[src/common/dtc_pkg.sv]
// Shared constants and types for the dual timer/counter block
package dtc_pkg;
  // Register addresses on the 8-bit special function register port
  localparam logic [10:0] ADDR_TIMER_CONTROL = 11'h410;
  localparam logic [10:0] ADDR_TOGGLE_CTRL = 11'h411;
  localparam logic [10:0] ADDR_SYSTEM_CONFIG = 11'h440;
  localparam logic [10:0] ADDR_CNT_LO0 = 11'h450;
  localparam logic [10:0] ADDR_CNT_HI0 = 11'h451;
  localparam logic [10:0] ADDR_CNT_LO1 = 11'h452;
  localparam logic [10:0] ADDR_CNT_HI1 = 11'h453;
  localparam logic [10:0] ADDR_RELOAD_LO0 = 11'h454;
  localparam logic [10:0] ADDR_RELOAD_HI0 = 11'h455;
  localparam logic [10:0] ADDR_RELOAD_LO1 = 11'h456;
  localparam logic [10:0] ADDR_RELOAD_HI1 = 11'h457;
  localparam logic [10:0] ADDR_TIMER_MODE_CONTROL = 11'h45C;
  // Reset values
  localparam logic [7:0] RST_BYTE = 8'h00;
  // Timer control field positions
  localparam int TCTL_FLAG1 = 7;
  localparam int TCTL_RUN1 = 6;
  localparam int TCTL_FLAG0 = 5;
  localparam int TCTL_RUN0 = 4;
  // Toggle control field positions
  localparam int TOG_EN0 = 0;
  localparam int TOG_EN1 = 2;
  // System config prescaler field
  localparam int SCFG_PSEL_LSB = 2;
  // Mode nibble layout, timer 0 in bits 3:0, timer 1 in bits 7:4
  localparam int MODE_NIB_W = 4;
  localparam int MODE_GATE = 3;
  localparam int MODE_CT = 2;
  // Mode field encodings
  localparam logic [1:0] MODE_AR16 = 2'h0;
  localparam logic [1:0] MODE_FREE16 = 2'h1;
  localparam logic [1:0] MODE_AR8 = 2'h2;
  localparam logic [1:0] MODE_SPLIT8 = 2'h3;
  // Prescaler selector encodings and terminal counts (divide minus one)
  localparam logic [1:0] PSEL_DIV4 = 2'h0;
  localparam logic [1:0] PSEL_DIV16 = 2'h1;
  localparam logic [1:0] PSEL_DIV64 = 2'h2;
  localparam logic [5:0] PLAST_DIV4 = 6'h03;
  localparam logic [5:0] PLAST_DIV16 = 6'h0F;
  localparam logic [5:0] PLAST_DIV64 = 6'h3F;
  // Register access request carried as one bundle
  typedef struct packed {
    logic [10:0] addr;
    logic wr;
    logic rd;
    logic [7:0] wdata;
  } dtc_sfr_req_t;
endpackage : dtc_pkg

[src/design/dtc_timers.sv]
// Dual 16-bit timer/counter with shared prescaler and four count modes
`timescale 1ns/100ps
module dtc_timers (
  input wire logic clk_sys_i, // 100 MHz oscillator clock
  input wire logic reset_n_i, // Asynchronous active-low reset
  input wire dtc_pkg::dtc_sfr_req_t sfr_req_i, // Register access request
  input wire logic [1:0] ext_event_i, // External count pins, timer 1 in bit 1
  input wire logic [1:0] ext_irq_pin_i, // Gate pins
  input wire logic [1:0] irq_ack_i, // Interrupt vectored, clears a flag
  output logic [7:0] sfr_rdata_o, // Registered read data
  output logic [1:0] overflow_flag_o, // Overflow flags
  output logic [1:0] toggle_out_o // Toggle outputs
);

  //////////////////////////////////////////////////////////////////////////
  // Storage
  logic [7:0] system_config; // Prescaler select and spare bits
  logic [7:0] timer_mode_control; // Gate, source, mode per timer
  logic [7:0] timer_control; // Run bits and flags
  logic [7:0] toggle_ctrl; // Toggle output enables
  logic [7:0] count_low_byte [2]; // Count low bytes
  logic [7:0] count_high_byte [2]; // Count high bytes
  logic [7:0] reload_low_byte [2]; // Reload low holding registers
  logic [7:0] reload_high_byte [2]; // Reload high holding registers
  logic [5:0] presc_cnt; // Prescaler counter
  logic smp_en; // Pin sample phase
  logic smp_en_d; // Phase one cycle later
  logic [1:0] smp_new; // Latest pin sample
  logic [1:0] smp_old; // Previous pin sample
  logic [1:0] toggle_q; // Toggle output state

  //////////////////////////////////////////////////////////////////////////
  // Functions
  // Prescaler terminal count from selector
  function automatic logic [5:0] presc_last(input logic [1:0] sel);
    case (sel)
      dtc_pkg::PSEL_DIV16: presc_last = dtc_pkg::PLAST_DIV16;
      dtc_pkg::PSEL_DIV64: presc_last = dtc_pkg::PLAST_DIV64;
      default: presc_last = dtc_pkg::PLAST_DIV4; // Reserved code acts as divide by 4
    endcase
  endfunction : presc_last

  // One count step: returns {overflow, high, low}
  function automatic logic [16:0] count_step(input logic [1:0] mode, input logic [7:0] hi,
      input logic [7:0] lo, input logic [7:0] rhi, input logic [7:0] rlo);
    logic [16:0] sum16;
    logic [8:0] sum8;
    sum16 = {1'b0, hi, lo} + 17'h00001;
    sum8 = {1'b0, lo} + 9'h001;
    case (mode)
      dtc_pkg::MODE_AR16: count_step = sum16[16] ? {1'b1, rhi, rlo} : sum16;
      dtc_pkg::MODE_FREE16: count_step = sum16;
      dtc_pkg::MODE_AR8: count_step = sum8[8] ? {1'b1, hi, rlo} : {1'b0, hi, sum8[7:0]};
      default: count_step = {sum8[8], hi, sum8[7:0]}; // Split low byte wraps freely
    endcase
  endfunction : count_step

  //////////////////////////////////////////////////////////////////////////
  // Decoding
  wire wr = sfr_req_i.wr; // Write strobe
  wire [7:0] wd = sfr_req_i.wdata; // Write data
  wire [1:0] psel = system_config[dtc_pkg::SCFG_PSEL_LSB +: 2]; // Prescaler select
  wire [5:0] plast = presc_last(psel); // Prescaler terminal count
  wire prescaled_timer_clock_tick = (presc_cnt >= plast); // Prescaled timer clock pulse
  wire [5:0] next_presc = prescaled_timer_clock_tick ? 6'h00 : presc_cnt + 6'h01; // Prescaler next value
  wire [1:0] fall_evt = {2{smp_en_d}} & smp_old & ~smp_new; // Detected falling edges
  wire [1:0] run = {timer_control[dtc_pkg::TCTL_RUN1], timer_control[dtc_pkg::TCTL_RUN0]};
  wire [1:0] tog_en = {toggle_ctrl[dtc_pkg::TOG_EN1], toggle_ctrl[dtc_pkg::TOG_EN0]};
  wire [1:0] mode [2]; // Mode field per timer
  wire [1:0] cnt_en; // Count enable per timer
  wire [1:0] ovf; // Overflow per timer
  wire [1:0] wr_lo; // Low count byte write
  wire [1:0] wr_hi; // High count byte write
  wire [7:0] next_lo [2]; // Low count next value
  wire [7:0] next_hi [2]; // High count next value
  wire split0 = (mode[0] == dtc_pkg::MODE_SPLIT8); // Timer 0 in split mode
  wire [8:0] th0_sum = {1'b0, count_high_byte[0]} + 9'h001; // Split high byte step
  wire th0_en = split0 & run[1] & prescaled_timer_clock_tick; // Split high byte enable
  wire [1:0] flag_set; // Hardware flag set
  wire [1:0] flag_evt; // Overflow event feeding flag or toggle

  // Per-timer count paths
  genvar gi;
  generate
    for (gi = 0; gi < 2; gi++) begin : g_tmr
      localparam int NB = gi * dtc_pkg::MODE_NIB_W; // Nibble base
      wire [3:0] nib = timer_mode_control[NB +: 4]; // This timer's nibble
      wire gate = nib[dtc_pkg::MODE_GATE]; // Gate bit
      wire src = nib[dtc_pkg::MODE_CT] ? fall_evt[gi] : prescaled_timer_clock_tick; // Count source
      wire run_ok = run[gi] & (~gate | ext_irq_pin_i[gi]); // Run and gate
      wire held = (gi == 1) && (nib[1:0] == dtc_pkg::MODE_SPLIT8); // Timer 1 holds
      wire [16:0] stp = count_step(nib[1:0], count_high_byte[gi], count_low_byte[gi],
          reload_high_byte[gi], reload_low_byte[gi]);
      wire [7:0] hi_cnt = (gi == 0 && split0) ? (th0_en ? th0_sum[7:0] : count_high_byte[gi])
          : (cnt_en[gi] ? stp[15:8] : count_high_byte[gi]);
      assign mode[gi] = nib[1:0];
      assign cnt_en[gi] = src & run_ok & ~held;
      assign ovf[gi] = cnt_en[gi] & stp[16];
      assign wr_lo[gi] = wr && sfr_req_i.addr == dtc_pkg::ADDR_CNT_LO0 + 11'(2 * gi);
      assign wr_hi[gi] = wr && sfr_req_i.addr == dtc_pkg::ADDR_CNT_HI0 + 11'(2 * gi);
      assign next_lo[gi] = wr_lo[gi] ? wd : (cnt_en[gi] ? stp[7:0] : count_low_byte[gi]);
      assign next_hi[gi] = wr_hi[gi] ? wd : hi_cnt;
      assign flag_set[gi] = flag_evt[gi] & ~tog_en[gi];
    end
  endgenerate

  // Split mode routes the high-byte carry onto timer 1's flag
  assign flag_evt[0] = ovf[0];
  assign flag_evt[1] = split0 ? (th0_en & th0_sum[8]) : ovf[1];

  // Timer control next value: set beats software or vector clear
  wire wr_tctl = wr && sfr_req_i.addr == dtc_pkg::ADDR_TIMER_CONTROL;
  wire [7:0] tctl_base = wr_tctl ? {wd[7:4], 4'h0} : timer_control;
  wire [1:0] flag_keep = {tctl_base[dtc_pkg::TCTL_FLAG1], tctl_base[dtc_pkg::TCTL_FLAG0]}
      & ~irq_ack_i;
  wire [1:0] next_flag = flag_keep | flag_set;
  wire [7:0] next_tctl = {next_flag[1], tctl_base[6], next_flag[0], tctl_base[4], 4'h0};

  // Read data selection
  function automatic logic [7:0] read_sel(input logic [10:0] a);
    case (a)
      dtc_pkg::ADDR_TIMER_CONTROL: read_sel = timer_control;
      dtc_pkg::ADDR_TOGGLE_CTRL: read_sel = toggle_ctrl;
      dtc_pkg::ADDR_SYSTEM_CONFIG: read_sel = system_config;
      dtc_pkg::ADDR_TIMER_MODE_CONTROL: read_sel = timer_mode_control;
      dtc_pkg::ADDR_CNT_LO0: read_sel = count_low_byte[0];
      dtc_pkg::ADDR_CNT_HI0: read_sel = count_high_byte[0];
      dtc_pkg::ADDR_CNT_LO1: read_sel = count_low_byte[1];
      dtc_pkg::ADDR_CNT_HI1: read_sel = count_high_byte[1];
      dtc_pkg::ADDR_RELOAD_LO0: read_sel = reload_low_byte[0];
      dtc_pkg::ADDR_RELOAD_HI0: read_sel = reload_high_byte[0];
      dtc_pkg::ADDR_RELOAD_LO1: read_sel = reload_low_byte[1];
      dtc_pkg::ADDR_RELOAD_HI1: read_sel = reload_high_byte[1];
      default: read_sel = dtc_pkg::RST_BYTE; // Unmapped reads as zero
    endcase
  endfunction : read_sel

  //////////////////////////////////////////////////////////////////////////
  // Prescaler and pin sampler
  always_ff @(posedge clk_sys_i or negedge reset_n_i) begin
    if (!reset_n_i) begin
      presc_cnt <= 6'h00;
      smp_en <= 1'b0;
      smp_en_d <= 1'b0;
      smp_new <= 2'h0;
      smp_old <= 2'h0;
    end else begin
      presc_cnt <= next_presc;
      smp_en <= ~smp_en; // Sample once per two cycles
      smp_en_d <= smp_en;
      if (smp_en) begin
        smp_new <= ext_event_i;
        smp_old <= smp_new;
      end
    end
  end

  // Configuration registers
  always_ff @(posedge clk_sys_i or negedge reset_n_i) begin
    if (!reset_n_i) begin
      system_config <= dtc_pkg::RST_BYTE;
      timer_mode_control <= dtc_pkg::RST_BYTE;
      toggle_ctrl <= dtc_pkg::RST_BYTE;
      timer_control <= dtc_pkg::RST_BYTE;
    end else begin
      if (wr && sfr_req_i.addr == dtc_pkg::ADDR_SYSTEM_CONFIG) begin
        system_config <= wd;
      end
      if (wr && sfr_req_i.addr == dtc_pkg::ADDR_TIMER_MODE_CONTROL) begin
        timer_mode_control <= wd;
      end
      if (wr && sfr_req_i.addr == dtc_pkg::ADDR_TOGGLE_CTRL) begin
        toggle_ctrl <= {5'h00, wd[2], 1'b0, wd[0]};
      end
      timer_control <= next_tctl;
    end
  end

  // Count and reload bytes per timer
  generate
    for (gi = 0; gi < 2; gi++) begin : g_cnt
      always_ff @(posedge clk_sys_i or negedge reset_n_i) begin
        if (!reset_n_i) begin
          count_low_byte[gi] <= dtc_pkg::RST_BYTE;
          count_high_byte[gi] <= dtc_pkg::RST_BYTE;
          reload_low_byte[gi] <= dtc_pkg::RST_BYTE;
          reload_high_byte[gi] <= dtc_pkg::RST_BYTE;
          toggle_q[gi] <= 1'b0;
        end else begin
          count_low_byte[gi] <= next_lo[gi];
          count_high_byte[gi] <= next_hi[gi];
          if (wr && sfr_req_i.addr == dtc_pkg::ADDR_RELOAD_LO0 + 11'(2 * gi)) begin
            reload_low_byte[gi] <= wd;
          end
          if (wr && sfr_req_i.addr == dtc_pkg::ADDR_RELOAD_HI0 + 11'(2 * gi)) begin
            reload_high_byte[gi] <= wd;
          end
          if (flag_evt[gi] && tog_en[gi]) begin
            toggle_q[gi] <= ~toggle_q[gi];
          end
        end
      end
    end
  endgenerate

  // Read port
  always_ff @(posedge clk_sys_i or negedge reset_n_i) begin
    if (!reset_n_i) begin
      sfr_rdata_o <= dtc_pkg::RST_BYTE;
    end else if (sfr_req_i.rd) begin
      sfr_rdata_o <= read_sel(sfr_req_i.addr);
    end
  end

  assign overflow_flag_o = {timer_control[dtc_pkg::TCTL_FLAG1],
      timer_control[dtc_pkg::TCTL_FLAG0]};
  assign toggle_out_o = toggle_q;

  //////////////////////////////////////////////////////////////////////////
  // Checks
  wire quiet0 = !wr_lo[0] && !wr_hi[0]; // No software write to timer 0 counts
endmodule : dtc_timers

[config.mk]
export PLATFORM = sky130hd
export DESIGN_NAME = dtc_timers
export DESIGN_NICKNAME = d
export VERILOG_FILES = /design/src/common/dtc_pkg.sv /design/src/design/dtc_timers.sv
export SDC_FILE = /design/constraint.sdc
export NUM_CORES = 1
export LEC_CHECK = 0
export BUFFER_PORTS_ARGS = -buffer_cell sky130_fd_sc_hd__buf_4
export CAP_MARGIN = 20
export CORE_MARGIN = 5
export CORE_UTILIZATION = 30
export CTS_BUF_LIST = sky130_fd_sc_hd__clkbuf_4
export DETAILED_ROUTE_END_ITERATION = 8
export PLACE_DENSITY_LB_ADDON = 0.25
export SLEW_MARGIN = 20
export SYNTH_ARGS = -nofsm -noshare
export SYNTH_HDL_FRONTEND = slang
export SYNTH_SLANG_ARGS = --single-unit
[constraint.sdc]
create_clock -name clk_sys_i -period 5.4 [get_ports clk_sys_i]
set_input_delay 0.54 -clock clk_sys_i [delete_from_list [all_inputs] [get_ports clk_sys_i]]
set_output_delay 0.54 -clock clk_sys_i [all_outputs]
set_load 0.01 [all_outputs]
Word-level counts from Yosys, hierarchy flattened
Index checks and enable logic that the tools add are counted.
- logic and storage cells: 126
- input bits: 29
- register bits: 108
- output and inout bits: 12
- reductions and logical operators: 24
- bitwise operators: 28
- mux-type cells: 23
- equal/unequal tests: 23
- $lt $le $gt $ge: 1
- add/sub/neg operators: 6
- operators by type and width (kind ; count):
    $eq A11 B11 Y1 const B ; 12
    $pmux W17 S3 ; 2
    $pmux W8 S12 ; 1
    $mux W8 ; 11
    $mux W17 ; 4
    $add A16 B1 Y17 const B ; 2
    $add A8 B1 Y9 const B ; 3
    $logic_and A1 B1 Y1 ; 14
    $and A1 B1 Y1 ; 12
    $pmux W6 S2 ; 1
    $eq A2 B2 Y1 const B ; 5
    $not A1 Y1 ; 8
    $add A6 B1 Y6 const B ; 1
    $and A2 B2 Y2 ; 3
    $eq A2 B1 Y1 const B ; 3
    $ge A6 B6 Y1 ; 1
    $mux W6 ; 1
    $reduce_bool A2 Y1 ; 3
    $reduce_bool A3 Y1 ; 2
    $logic_not A2 Y1 ; 2
    $not A2 Y2 ; 2
    $reduce_and A4 Y1 ; 1
    $reduce_bool A4 Y1 ; 1
    $mux W1 ; 3
    6 further kinds ; 7

Logic depth before layout (Yosys ltp)
Gate-level depths: netlist of run 1.
- depth after elaboration: 10
- depth in mapped cells: 11
- depth with buffers taken out: 10

Worst setup path after synthesis of run 1
Ideal clock, no wire load.
- kind: register to register
- from: reg system_config[2]
- to: reg count_high_byte[12] in the netlist's numbering
- required time: 5275 ps
- period minus slack after synthesis: 2262 ps
- arrival: 2137 ps
- stages on the path, launching flop included: 12
- library setup time: 125 ps
- buffers on the path: 1
- slack: 3138 ps
- cells stage by stage: dfrtp_1 inv_1 ha_1 inv_1 ha_1 o21a_1 nor2_1 a2111oi_2 o21a_1 buf_2 nor2_1 mux2_4
- longest elaborated chain between the ends: 7
- elaborated cells on any way between the ends: 10
- those cells by class: 1 x order compare; 3 x eq/ne; 2 x mux; 2 x bitwise; 2 x reduce/logical
- ends and longest elaborated chain (what ; line ; text):
    start, declared ; dtc_timers.sv:17 ; logic [7:0] system_config;
    start signal, assigned ; dtc_timers.sv:161 ; system_config <= dtc_pkg::RST_BYTE;
    start signal, assigned ; dtc_timers.sv:167 ; system_config <= wd;
    $eq A2 B2 Y1 / $eq A2 B1 Y1 (equally long branches) ; dtc_timers.sv:36 ; case (sel)
    $pmux W6 S2 * ; dtc_timers.sv:36 ;
    $ge A6 B6 Y1 * ; dtc_timers.sv:64 ; wire prescaled_timer_clock_tick = (presc_cnt >= plast);
    $mux W1 ; dtc_timers.sv:89 ; wire src = nib[dtc_pkg::MODE_CT] ? fall_evt[gi] : prescaled_timer_clock_tick;
    $and A1 B1 Y1 ; dtc_timers.sv:97 ; assign cnt_en[gi] = src & run_ok & ~held;
    $reduce_bool A3 Y1 (no line) ; -- ;
    $reduce_and A4 Y1 (no line) * ; -- ;
    end signal, assigned by index ; dtc_timers.sv:185 ; count_high_byte[gi] <= dtc_pkg::RST_BYTE;
    end signal, assigned by index ; dtc_timers.sv:191 ; count_high_byte[gi] <= next_hi[gi];
    end, declared ; dtc_timers.sv:22 ; logic [7:0] count_high_byte [2];
Every way passes the cells marked *; elsewhere a longest branch is shown, timed or not.
A chain may end at the register's enable or synchronous reset.

Final worst setup path of run 1
- from: reg system_config[2]
- to: reg count_high_byte[2] in the netlist's numbering
- longest elaborated chain between the ends: 8
- elaborated cells on any way between the ends: 9
- those cells by class: 1 x order compare; 2 x eq/ne; 2 x mux; 2 x bitwise; 2 x reduce/logical
- ends and longest elaborated chain (what ; line):
    $eq A2 B2 Y1 / $eq A2 B1 Y1 (equally long branches) ; dtc_timers.sv:36
    $pmux W6 S2 * ; dtc_timers.sv:36
    $ge A6 B6 Y1 * ; dtc_timers.sv:64
    $mux W1 * ; dtc_timers.sv:89
    $and A1 B1 Y1 * (2 in a row) ; dtc_timers.sv:97
    $reduce_bool A2 Y1 (no line) * ; --
    $reduce_and A3 Y1 (no line) * ; --
Marked as above.

==> impl_metrics.yaml, run 1 <==
power:
  ir_drop_mv: 0.143
  p_leak_uw: 0.00293
  p_sw_uw: 454
  combPwrFrac_pct: 13.7
  swShare_pct: 29.8
  p_clk_share_pct: 27.5
  p_per_area_mw_per_mm2: 216
  seqPwrFrac_pct: 58.7
  internal_power_uw: 1070
timing:
  period_share_pct: 53.4
  max_slew.worst_pin.slew_ps: 956
  finClkSkew_ps: 23.9
  setup_viol: 0
  hold_slack_ps: 126
  totalNegativeSetupSlack_ps: 0
  hold_viol_final: 0
  max_freq_ghz: 0.347
  finalMaxSlewViolations: 0
  rsz0062_at_grt: "false"
  fin_crit_ps: 2880
  slew_headroom_pct: 36.3
setup_path:
  cp-end-kind: "flop"
  cp_slowest_stage_delay_ps: 780
  arrival_ps: 3290
  r2r-start: "system_config[2]"
  cp_slowest_cell: "a21oi_1"
  cp-start-kind: "flop"
  required_ps: 5810
  crit_chain: "inv_1, ha_1, inv_1, ha_1, o21a_1, nor2_1, nor4_1, a21oi_1, o21ai_0, o22a_1"
  path_class: "reg -> reg"
  startpoint: "system_config[2]"
  worstPathMaxFanout: 9
floorplan:
  die_h_um: 157
  io_pins: 41
  row_count: 53
  dieArea_mm2: 0.0245
  core-area_mm2: 0.0211
  start_util_pct: 30.6
  dieWidth_um: 157
synth:
  synthMuxAreaShare_pct: 11.7
  synth_ff_type: "dfrtp_1"
  synth-async-reset-ratio_pct: 100
  synth_compound_area_share_pct: 21.5
  synth-edff-count: 0
  synth_fa_ha_area_share_pct: 1.36
  synthCells: 664
  yosys_warnings: 0
  yosys.area_share.simple_pct: 17.7
  syn_area_mm2: 0.00644
  ys_types: 80
  synth-seq-area-share_pct: 41.9
  synth_top_family_by_area: "compound AO/OA/AOI/OAI gates"
  postSynthNetCount: 700
  synth-xor-area-share_pct: 1.90
  syn_avg_cell_area_um2: 9.70
  ys_ff_latch: 108
final_layout:
  layout.cells.most_common_list: "dfrtp_1, nand2_1, mux2_2"
  syn_to_final_growth_pct: 9.32
  nNetsFinal: 711
  final_common_cell: "dfrtp_1"
  layout-drive-gt1-share_pct: 20.2
grt:
  grt_max_degree: 65
  track_usage_pct: 18.1
  grt_pass1_vias: 5352
  antenna_found_initial: 2
  grt-ovfl-total: 0
  grt_pass1_wl_mm: 33.8
routing:
  viasPerCell: 5.95
  drt_pre_antenna_iters: 6
  ant_nets: 0
  drc: 0
  wl_per_cell_um: 23.1
  num_vias: 5684
  wl_mm: 22.1
  first_iter_violations: 595
clocking:
  clockBufferDepth: 2
  cts-root-buf: "clkbuf_4"
  cts_tree: "built"
  clkSinkCount: 108
  holdBufCountCts: 0
  cts_buffers: 9
  clkLatencyLatePin_ps: 500
  cts_resized: 0
  cts_setup_buffers: 0
  ctsHtreeMaxLevel: 3
  path_clk_slew_ps: 160
worst_hold_path:
  hp-class: "in -> async"
placed_design:
  io_buffers: 40
  gp_congestion: 0.937
  dpl.hpwl_mm: 16.3
flow_run:
  drv_cap: 0
status:
  status: "completed"
-- sequential cells by signal (all words and copies together) (netlist names) --
register            count
reload_high_byte       16
presc_cnt               6
toggle_out_o            2
smp_en_d                1
count_high_byte        16
smp_en                  1
toggle_ctrl             2
timer_mode_control      8
timer_control           4
smp_new                 2
smp_old                 2
count_low_byte         16
reload_low_byte        16
system_config           8
sfr_rdata_o             8
-- cell families (layout without fill, tap and decap cells) --
family                   Yosys count  after routing
flip-flops                       108            108
multiplexers                      65             65
AND/OR/NAND/NOR                  220            220
buffers and inverters             58             73
adder cells (fa/ha/maj)            7              7
other                              0              2
XOR/XNOR                          14             14
AO/OA/AOI/OAI                    192            192
-- worst paths after layout --
path	cells past startpoint	endpoint	slack, ps
min in group clk_sys_i	2	timer_control[5]	190
worst max-delay path	10	count_high_byte[2]	2520
worst min-delay path	1	reload_low_byte[9]	130
max in group asynchronous	2	sfr_rdata_o[4]	4130
worst max register to register	10	count_high_byte[2]	2520
worst min register to register	1	toggle_out_o[1]	480
-- per-stage QoR --
stage | cells | util [%] | worst slack, ps | total power (uW) | instance area [um^2]
2_1_floorplan | 664 | - | 3140 | 1020 | 6440
3_3_place_gp | 939 | 32.8 | 2530 | 1110 | 6910
3_5_place_dp | 939 | 32.8 | 2460 | 1120 | 6910
4_1_cts | 954 | 33.4 | 2540 | 1540 | 7040
5_1_grt | 956 | 33.4 | 2330 | 1600 | 7040
6_report | 956 | 33.4 | 2520 | 1520 | 7040
-- worst max-delay path, delay by kind of cell, from the launching register on --
family,cells,cell delay [ps]
buffers and inverters,2,140
adders and majority gates,2,400
DFF,1,450
AOI/OAI and AO/OA,4,1390
and+or+nand+nor,2,410
-- cell type report --
cell class	count	area, um^2
diodes	2	5.00
clock buffers	9	67.6
clock inverters	6	62.6
fillers	2179	14000
inverters	16	60.1
multi-input cells	498	3490
flip-flops and latches	108	2700
well taps	275	344
repair buffers	42	315
-- power groups by stage --
stage | logic (uW) | registers [uW] | clock network, uW
global route | 234 | 900 | 463
detailed placement | 211 | 908 | 0
global placement | 202 | 907 | 0
floorplan | 133 | 890 | 0
finish | 209 | 893 | 418
CTS | 211 | 893 | 436
-- synthesized netlist by cell type (all sizes together), types with 3 or more instances --
cell	n	share of area (%)
ha	7	1.4
nor3	14	1.3
clkbuf	16	0.95
a2111oi	5	0.87
a21boi	4	0.47
a32oi	5	0.68
a22o	4	0.54
xnor2	10	1.4
a41oi	3	0.41
o22ai	7	0.78
a41o	3	0.47
and2	6	0.58
nand4	7	0.78
nand2	66	3.9
o211ai	3	0.35
o21a	6	0.70
nor4	3	0.52
dfrtp	108	42
a22oi	14	1.6
or2	5	0.49
o32ai	6	0.82
mux2	55	9.7
buf	26	2.1
a221oi	7	0.95
a21o	5	0.70
nand3	29	2.3
a31oi	10	0.97
inv	15	0.87
o21ai	33	2.6
o31ai	10	1.2
nor2b	7	0.68
nor2	53	3.5
o2bb2ai	10	1.4
and4	3	0.41
a222oi	8	1.2
a211oi	6	0.70
mux2i	8	1.2
xor2	4	0.54
a21oi	31	2.4
and3	12	1.2
-- layer usage --
metal  vias to the layer above  global-route usage (%)  wire length (um)
met2                       253                    26.9              9960
met3                        34                    4.20              1770
li1                       2538                       -                 -
met1                      2859                    26.3              9800
met5                         -                       0                 0
met4                         0                    5.54               552
Note: power is estimated with default switching activity, not from simulation.
==> run 2, diff against run 1 <==
==> constraint.sdc (replaced) <==
create_clock -name clk_sys_i -period 3.01 [get_ports clk_sys_i]
set_input_delay 0.301 -clock clk_sys_i [delete_from_list [all_inputs] [get_ports clk_sys_i]]
set_output_delay 0.301 -clock clk_sys_i [all_outputs]
set_load 0.01 [all_outputs]
==> impl_metrics.yaml, run 2 (synthesized netlist as in run 1, its figures left out) <==
timing:
  hold_slack_ps: 117
  totalNegativeSetupSlack_ps: 0
  period_share_pct: 87.0
  slew_headroom_pct: 50.5
  rsz0062_at_grt: "false"
  setup_viol: 0
  hold_viol_final: 0
  finalMaxSlewViolations: 0
  max_freq_ghz: 0.382
  finClkSkew_ps: 25.6
  max_slew.worst_pin.slew_ps: 736
  fin_crit_ps: 2620
final_layout:
  layout.cells.most_common_list: "dfrtp_1, nand2_1, buf_4"
  nFillCells: 2173
  syn_to_final_growth_pct: 11.7
  nNetsFinal: 730
  layout-drive-gt1-share_pct: 21.7
  final_util_pct: 34.1
  final_common_cell: "dfrtp_1"
floorplan:
  die_h_um: 157
  dieArea_mm2: 0.0245
  dieWidth_um: 157
  start_util_pct: 30.6
  io_pins: 41
  core-area_mm2: 0.0211
  row_count: 53
worst_hold_path:
  hp-class: "in -> reg"
  holdPathEnd: "count_low_byte[8]"
  hold_start: "sfr_req_i[0]"
  whs_path_depth: 3
grt:
  antenna_found_initial: 1
  grt_pass1_vias: 5600
  gr-max-usage-layer: "met2"
  gr-usage-met3_pct: 3.68
  grt_max_degree: 51
  grt_pass1_wl_mm: 34.8
  grtUsageMet1_pct: 26.6
  grt-ovfl-total: 0
  use_met2_pct: 29.1
  track_usage_pct: 18.7
setup_path:
  path_class: "reg -> reg"
  r2r-start: "system_config[2]"
  reg2reg_slack_ps: 390
  cp-start-kind: "flop"
  cp-end-kind: "flop"
  worstPathMaxFanout: 9
  path_common_cell: "o21a_1"
  cp_slowest_stage_delay_ps: 510
  cp_slowest_cell: "a2111oi_2"
  timing.rr.end: "count_high_byte[14]"
  required_ps: 3420
  arrival_ps: 3030
  crit_chain: "inv_1, ha_1, inv_1, ha_1, o21a_1, nor2_1, a2111oi_2, o21a_1, o21a_1, a211oi_1"
  rr_worst_depth: 10
routing:
  drt_pre_antenna_iters: 7
  first_iter_violations: 676
  ant_nets: 0
  wl_mm: 22.9
  wl_per_cell_um: 23.5
  drc: 0
  num_vias: 5779
  viasPerCell: 5.93
clocking:
  cts-root-buf: "clkbuf_4"
  cts_tree: "built"
  ctsHtreeMaxLevel: 3
  clkSinkCount: 108
  clkLatencyLatePin_ps: 520
  path_clk_slew_ps: 190
  cts_resized: 0
  cts_buffers: 9
  clockBufferDepth: 2
power:
  p_per_area_mw_per_mm2: 380
  ir_drop_mv: 0.172
  p_leak_uw: 0.00301
placed_design:
  io_buffers: 40
  gp_congestion: 0.936
  dpl.hpwl_mm: 16.8
status:
  status: "completed"
flow_run:
  drv_cap: 0
run 2: changes by cell type in the layout (fill, tap and decap cells not counted), moves of 2 or more:
| cell | previous run | this run |
|---|---|---|
| buf_4 | 42 | 56 |
| dlygate4sd3_1 | 0 | 5 |
| clkinv_2 | 3 | 0 |
| clkinvlp_4 | 0 | 2 |
| inv_8 | 0 | 2 |
run 2: how the worst max path moves through the flow:
stage,endpoint,from,cells after the start,slack (ps)
detailed placement,count_high_byte[14],system_config[2],10,450
global route,count_low_byte[6],system_config[2],10,260
finish,count_high_byte[14],system_config[2],10,390
floorplan,count_high_byte[12],system_config[2],11,750
CTS,count_high_byte[14],system_config[2],10,430
global placement,count_high_byte[12],system_config[2],10,520
run 2: stage by stage:
stage               cells  instance area [um^2]  power, uW  setup WS (ps)
floorplan             664                  6440       1840            748
global placement      953                  7010       2000            516
detailed placement    953                  7010       2010            447
CTS                   974                  7190       2750            432
global route          975                  7200       2870            255
finish                975                  7200       2730            392
run 2: final cells by class:
| cell class | count | area (um^2) | share of cell area, % |
|---|---|---|---|
| inverters | 16 | 60.1 | 0.834 |
| repair buffers | 61 | 470 | 6.54 |
| multi-input cells | 498 | 3490 | 48.5 |
| diodes | 1 | 2.50 | 0.0348 |
| well taps | 275 | 344 | 4.78 |
| clock buffers | 10 | 75.1 | 1.04 |
| flip-flops and latches | 108 | 2700 | 37.6 |
| clock inverters | 6 | 55.1 | 0.765 |
run 2: timing repair:
item	in CTS	in global routing
setup buffers	0	0
hold buffers	5	0
setup endpoints to repair	0	0
hold endpoints to repair	51	0
run 2: worst max-delay path: cells and delay by family (launching register included):
kind	cells	cell delay, ps
simple gates	1	80
compound gates	5	1440
fa+ha+maj	2	410
flops	1	440
buf+inv	2	140
run 2: routing by layer:
layer	share of wire, %	up-vias	wire length [um]
met1	45	2915	10200
li1	-	2561	-
met4	2.6	0	596
met2	46	258	10500
met3	7.1	45	1620
met5	0	-	0
run 2: where the power goes:
part	total, uW	leakage [uW]	internal [uW]	switching [uW]
Clock	739	0.0000671	195	544
Sequential	1600	0.00145	1520	83.7
Combinational	393	0.00149	155	239
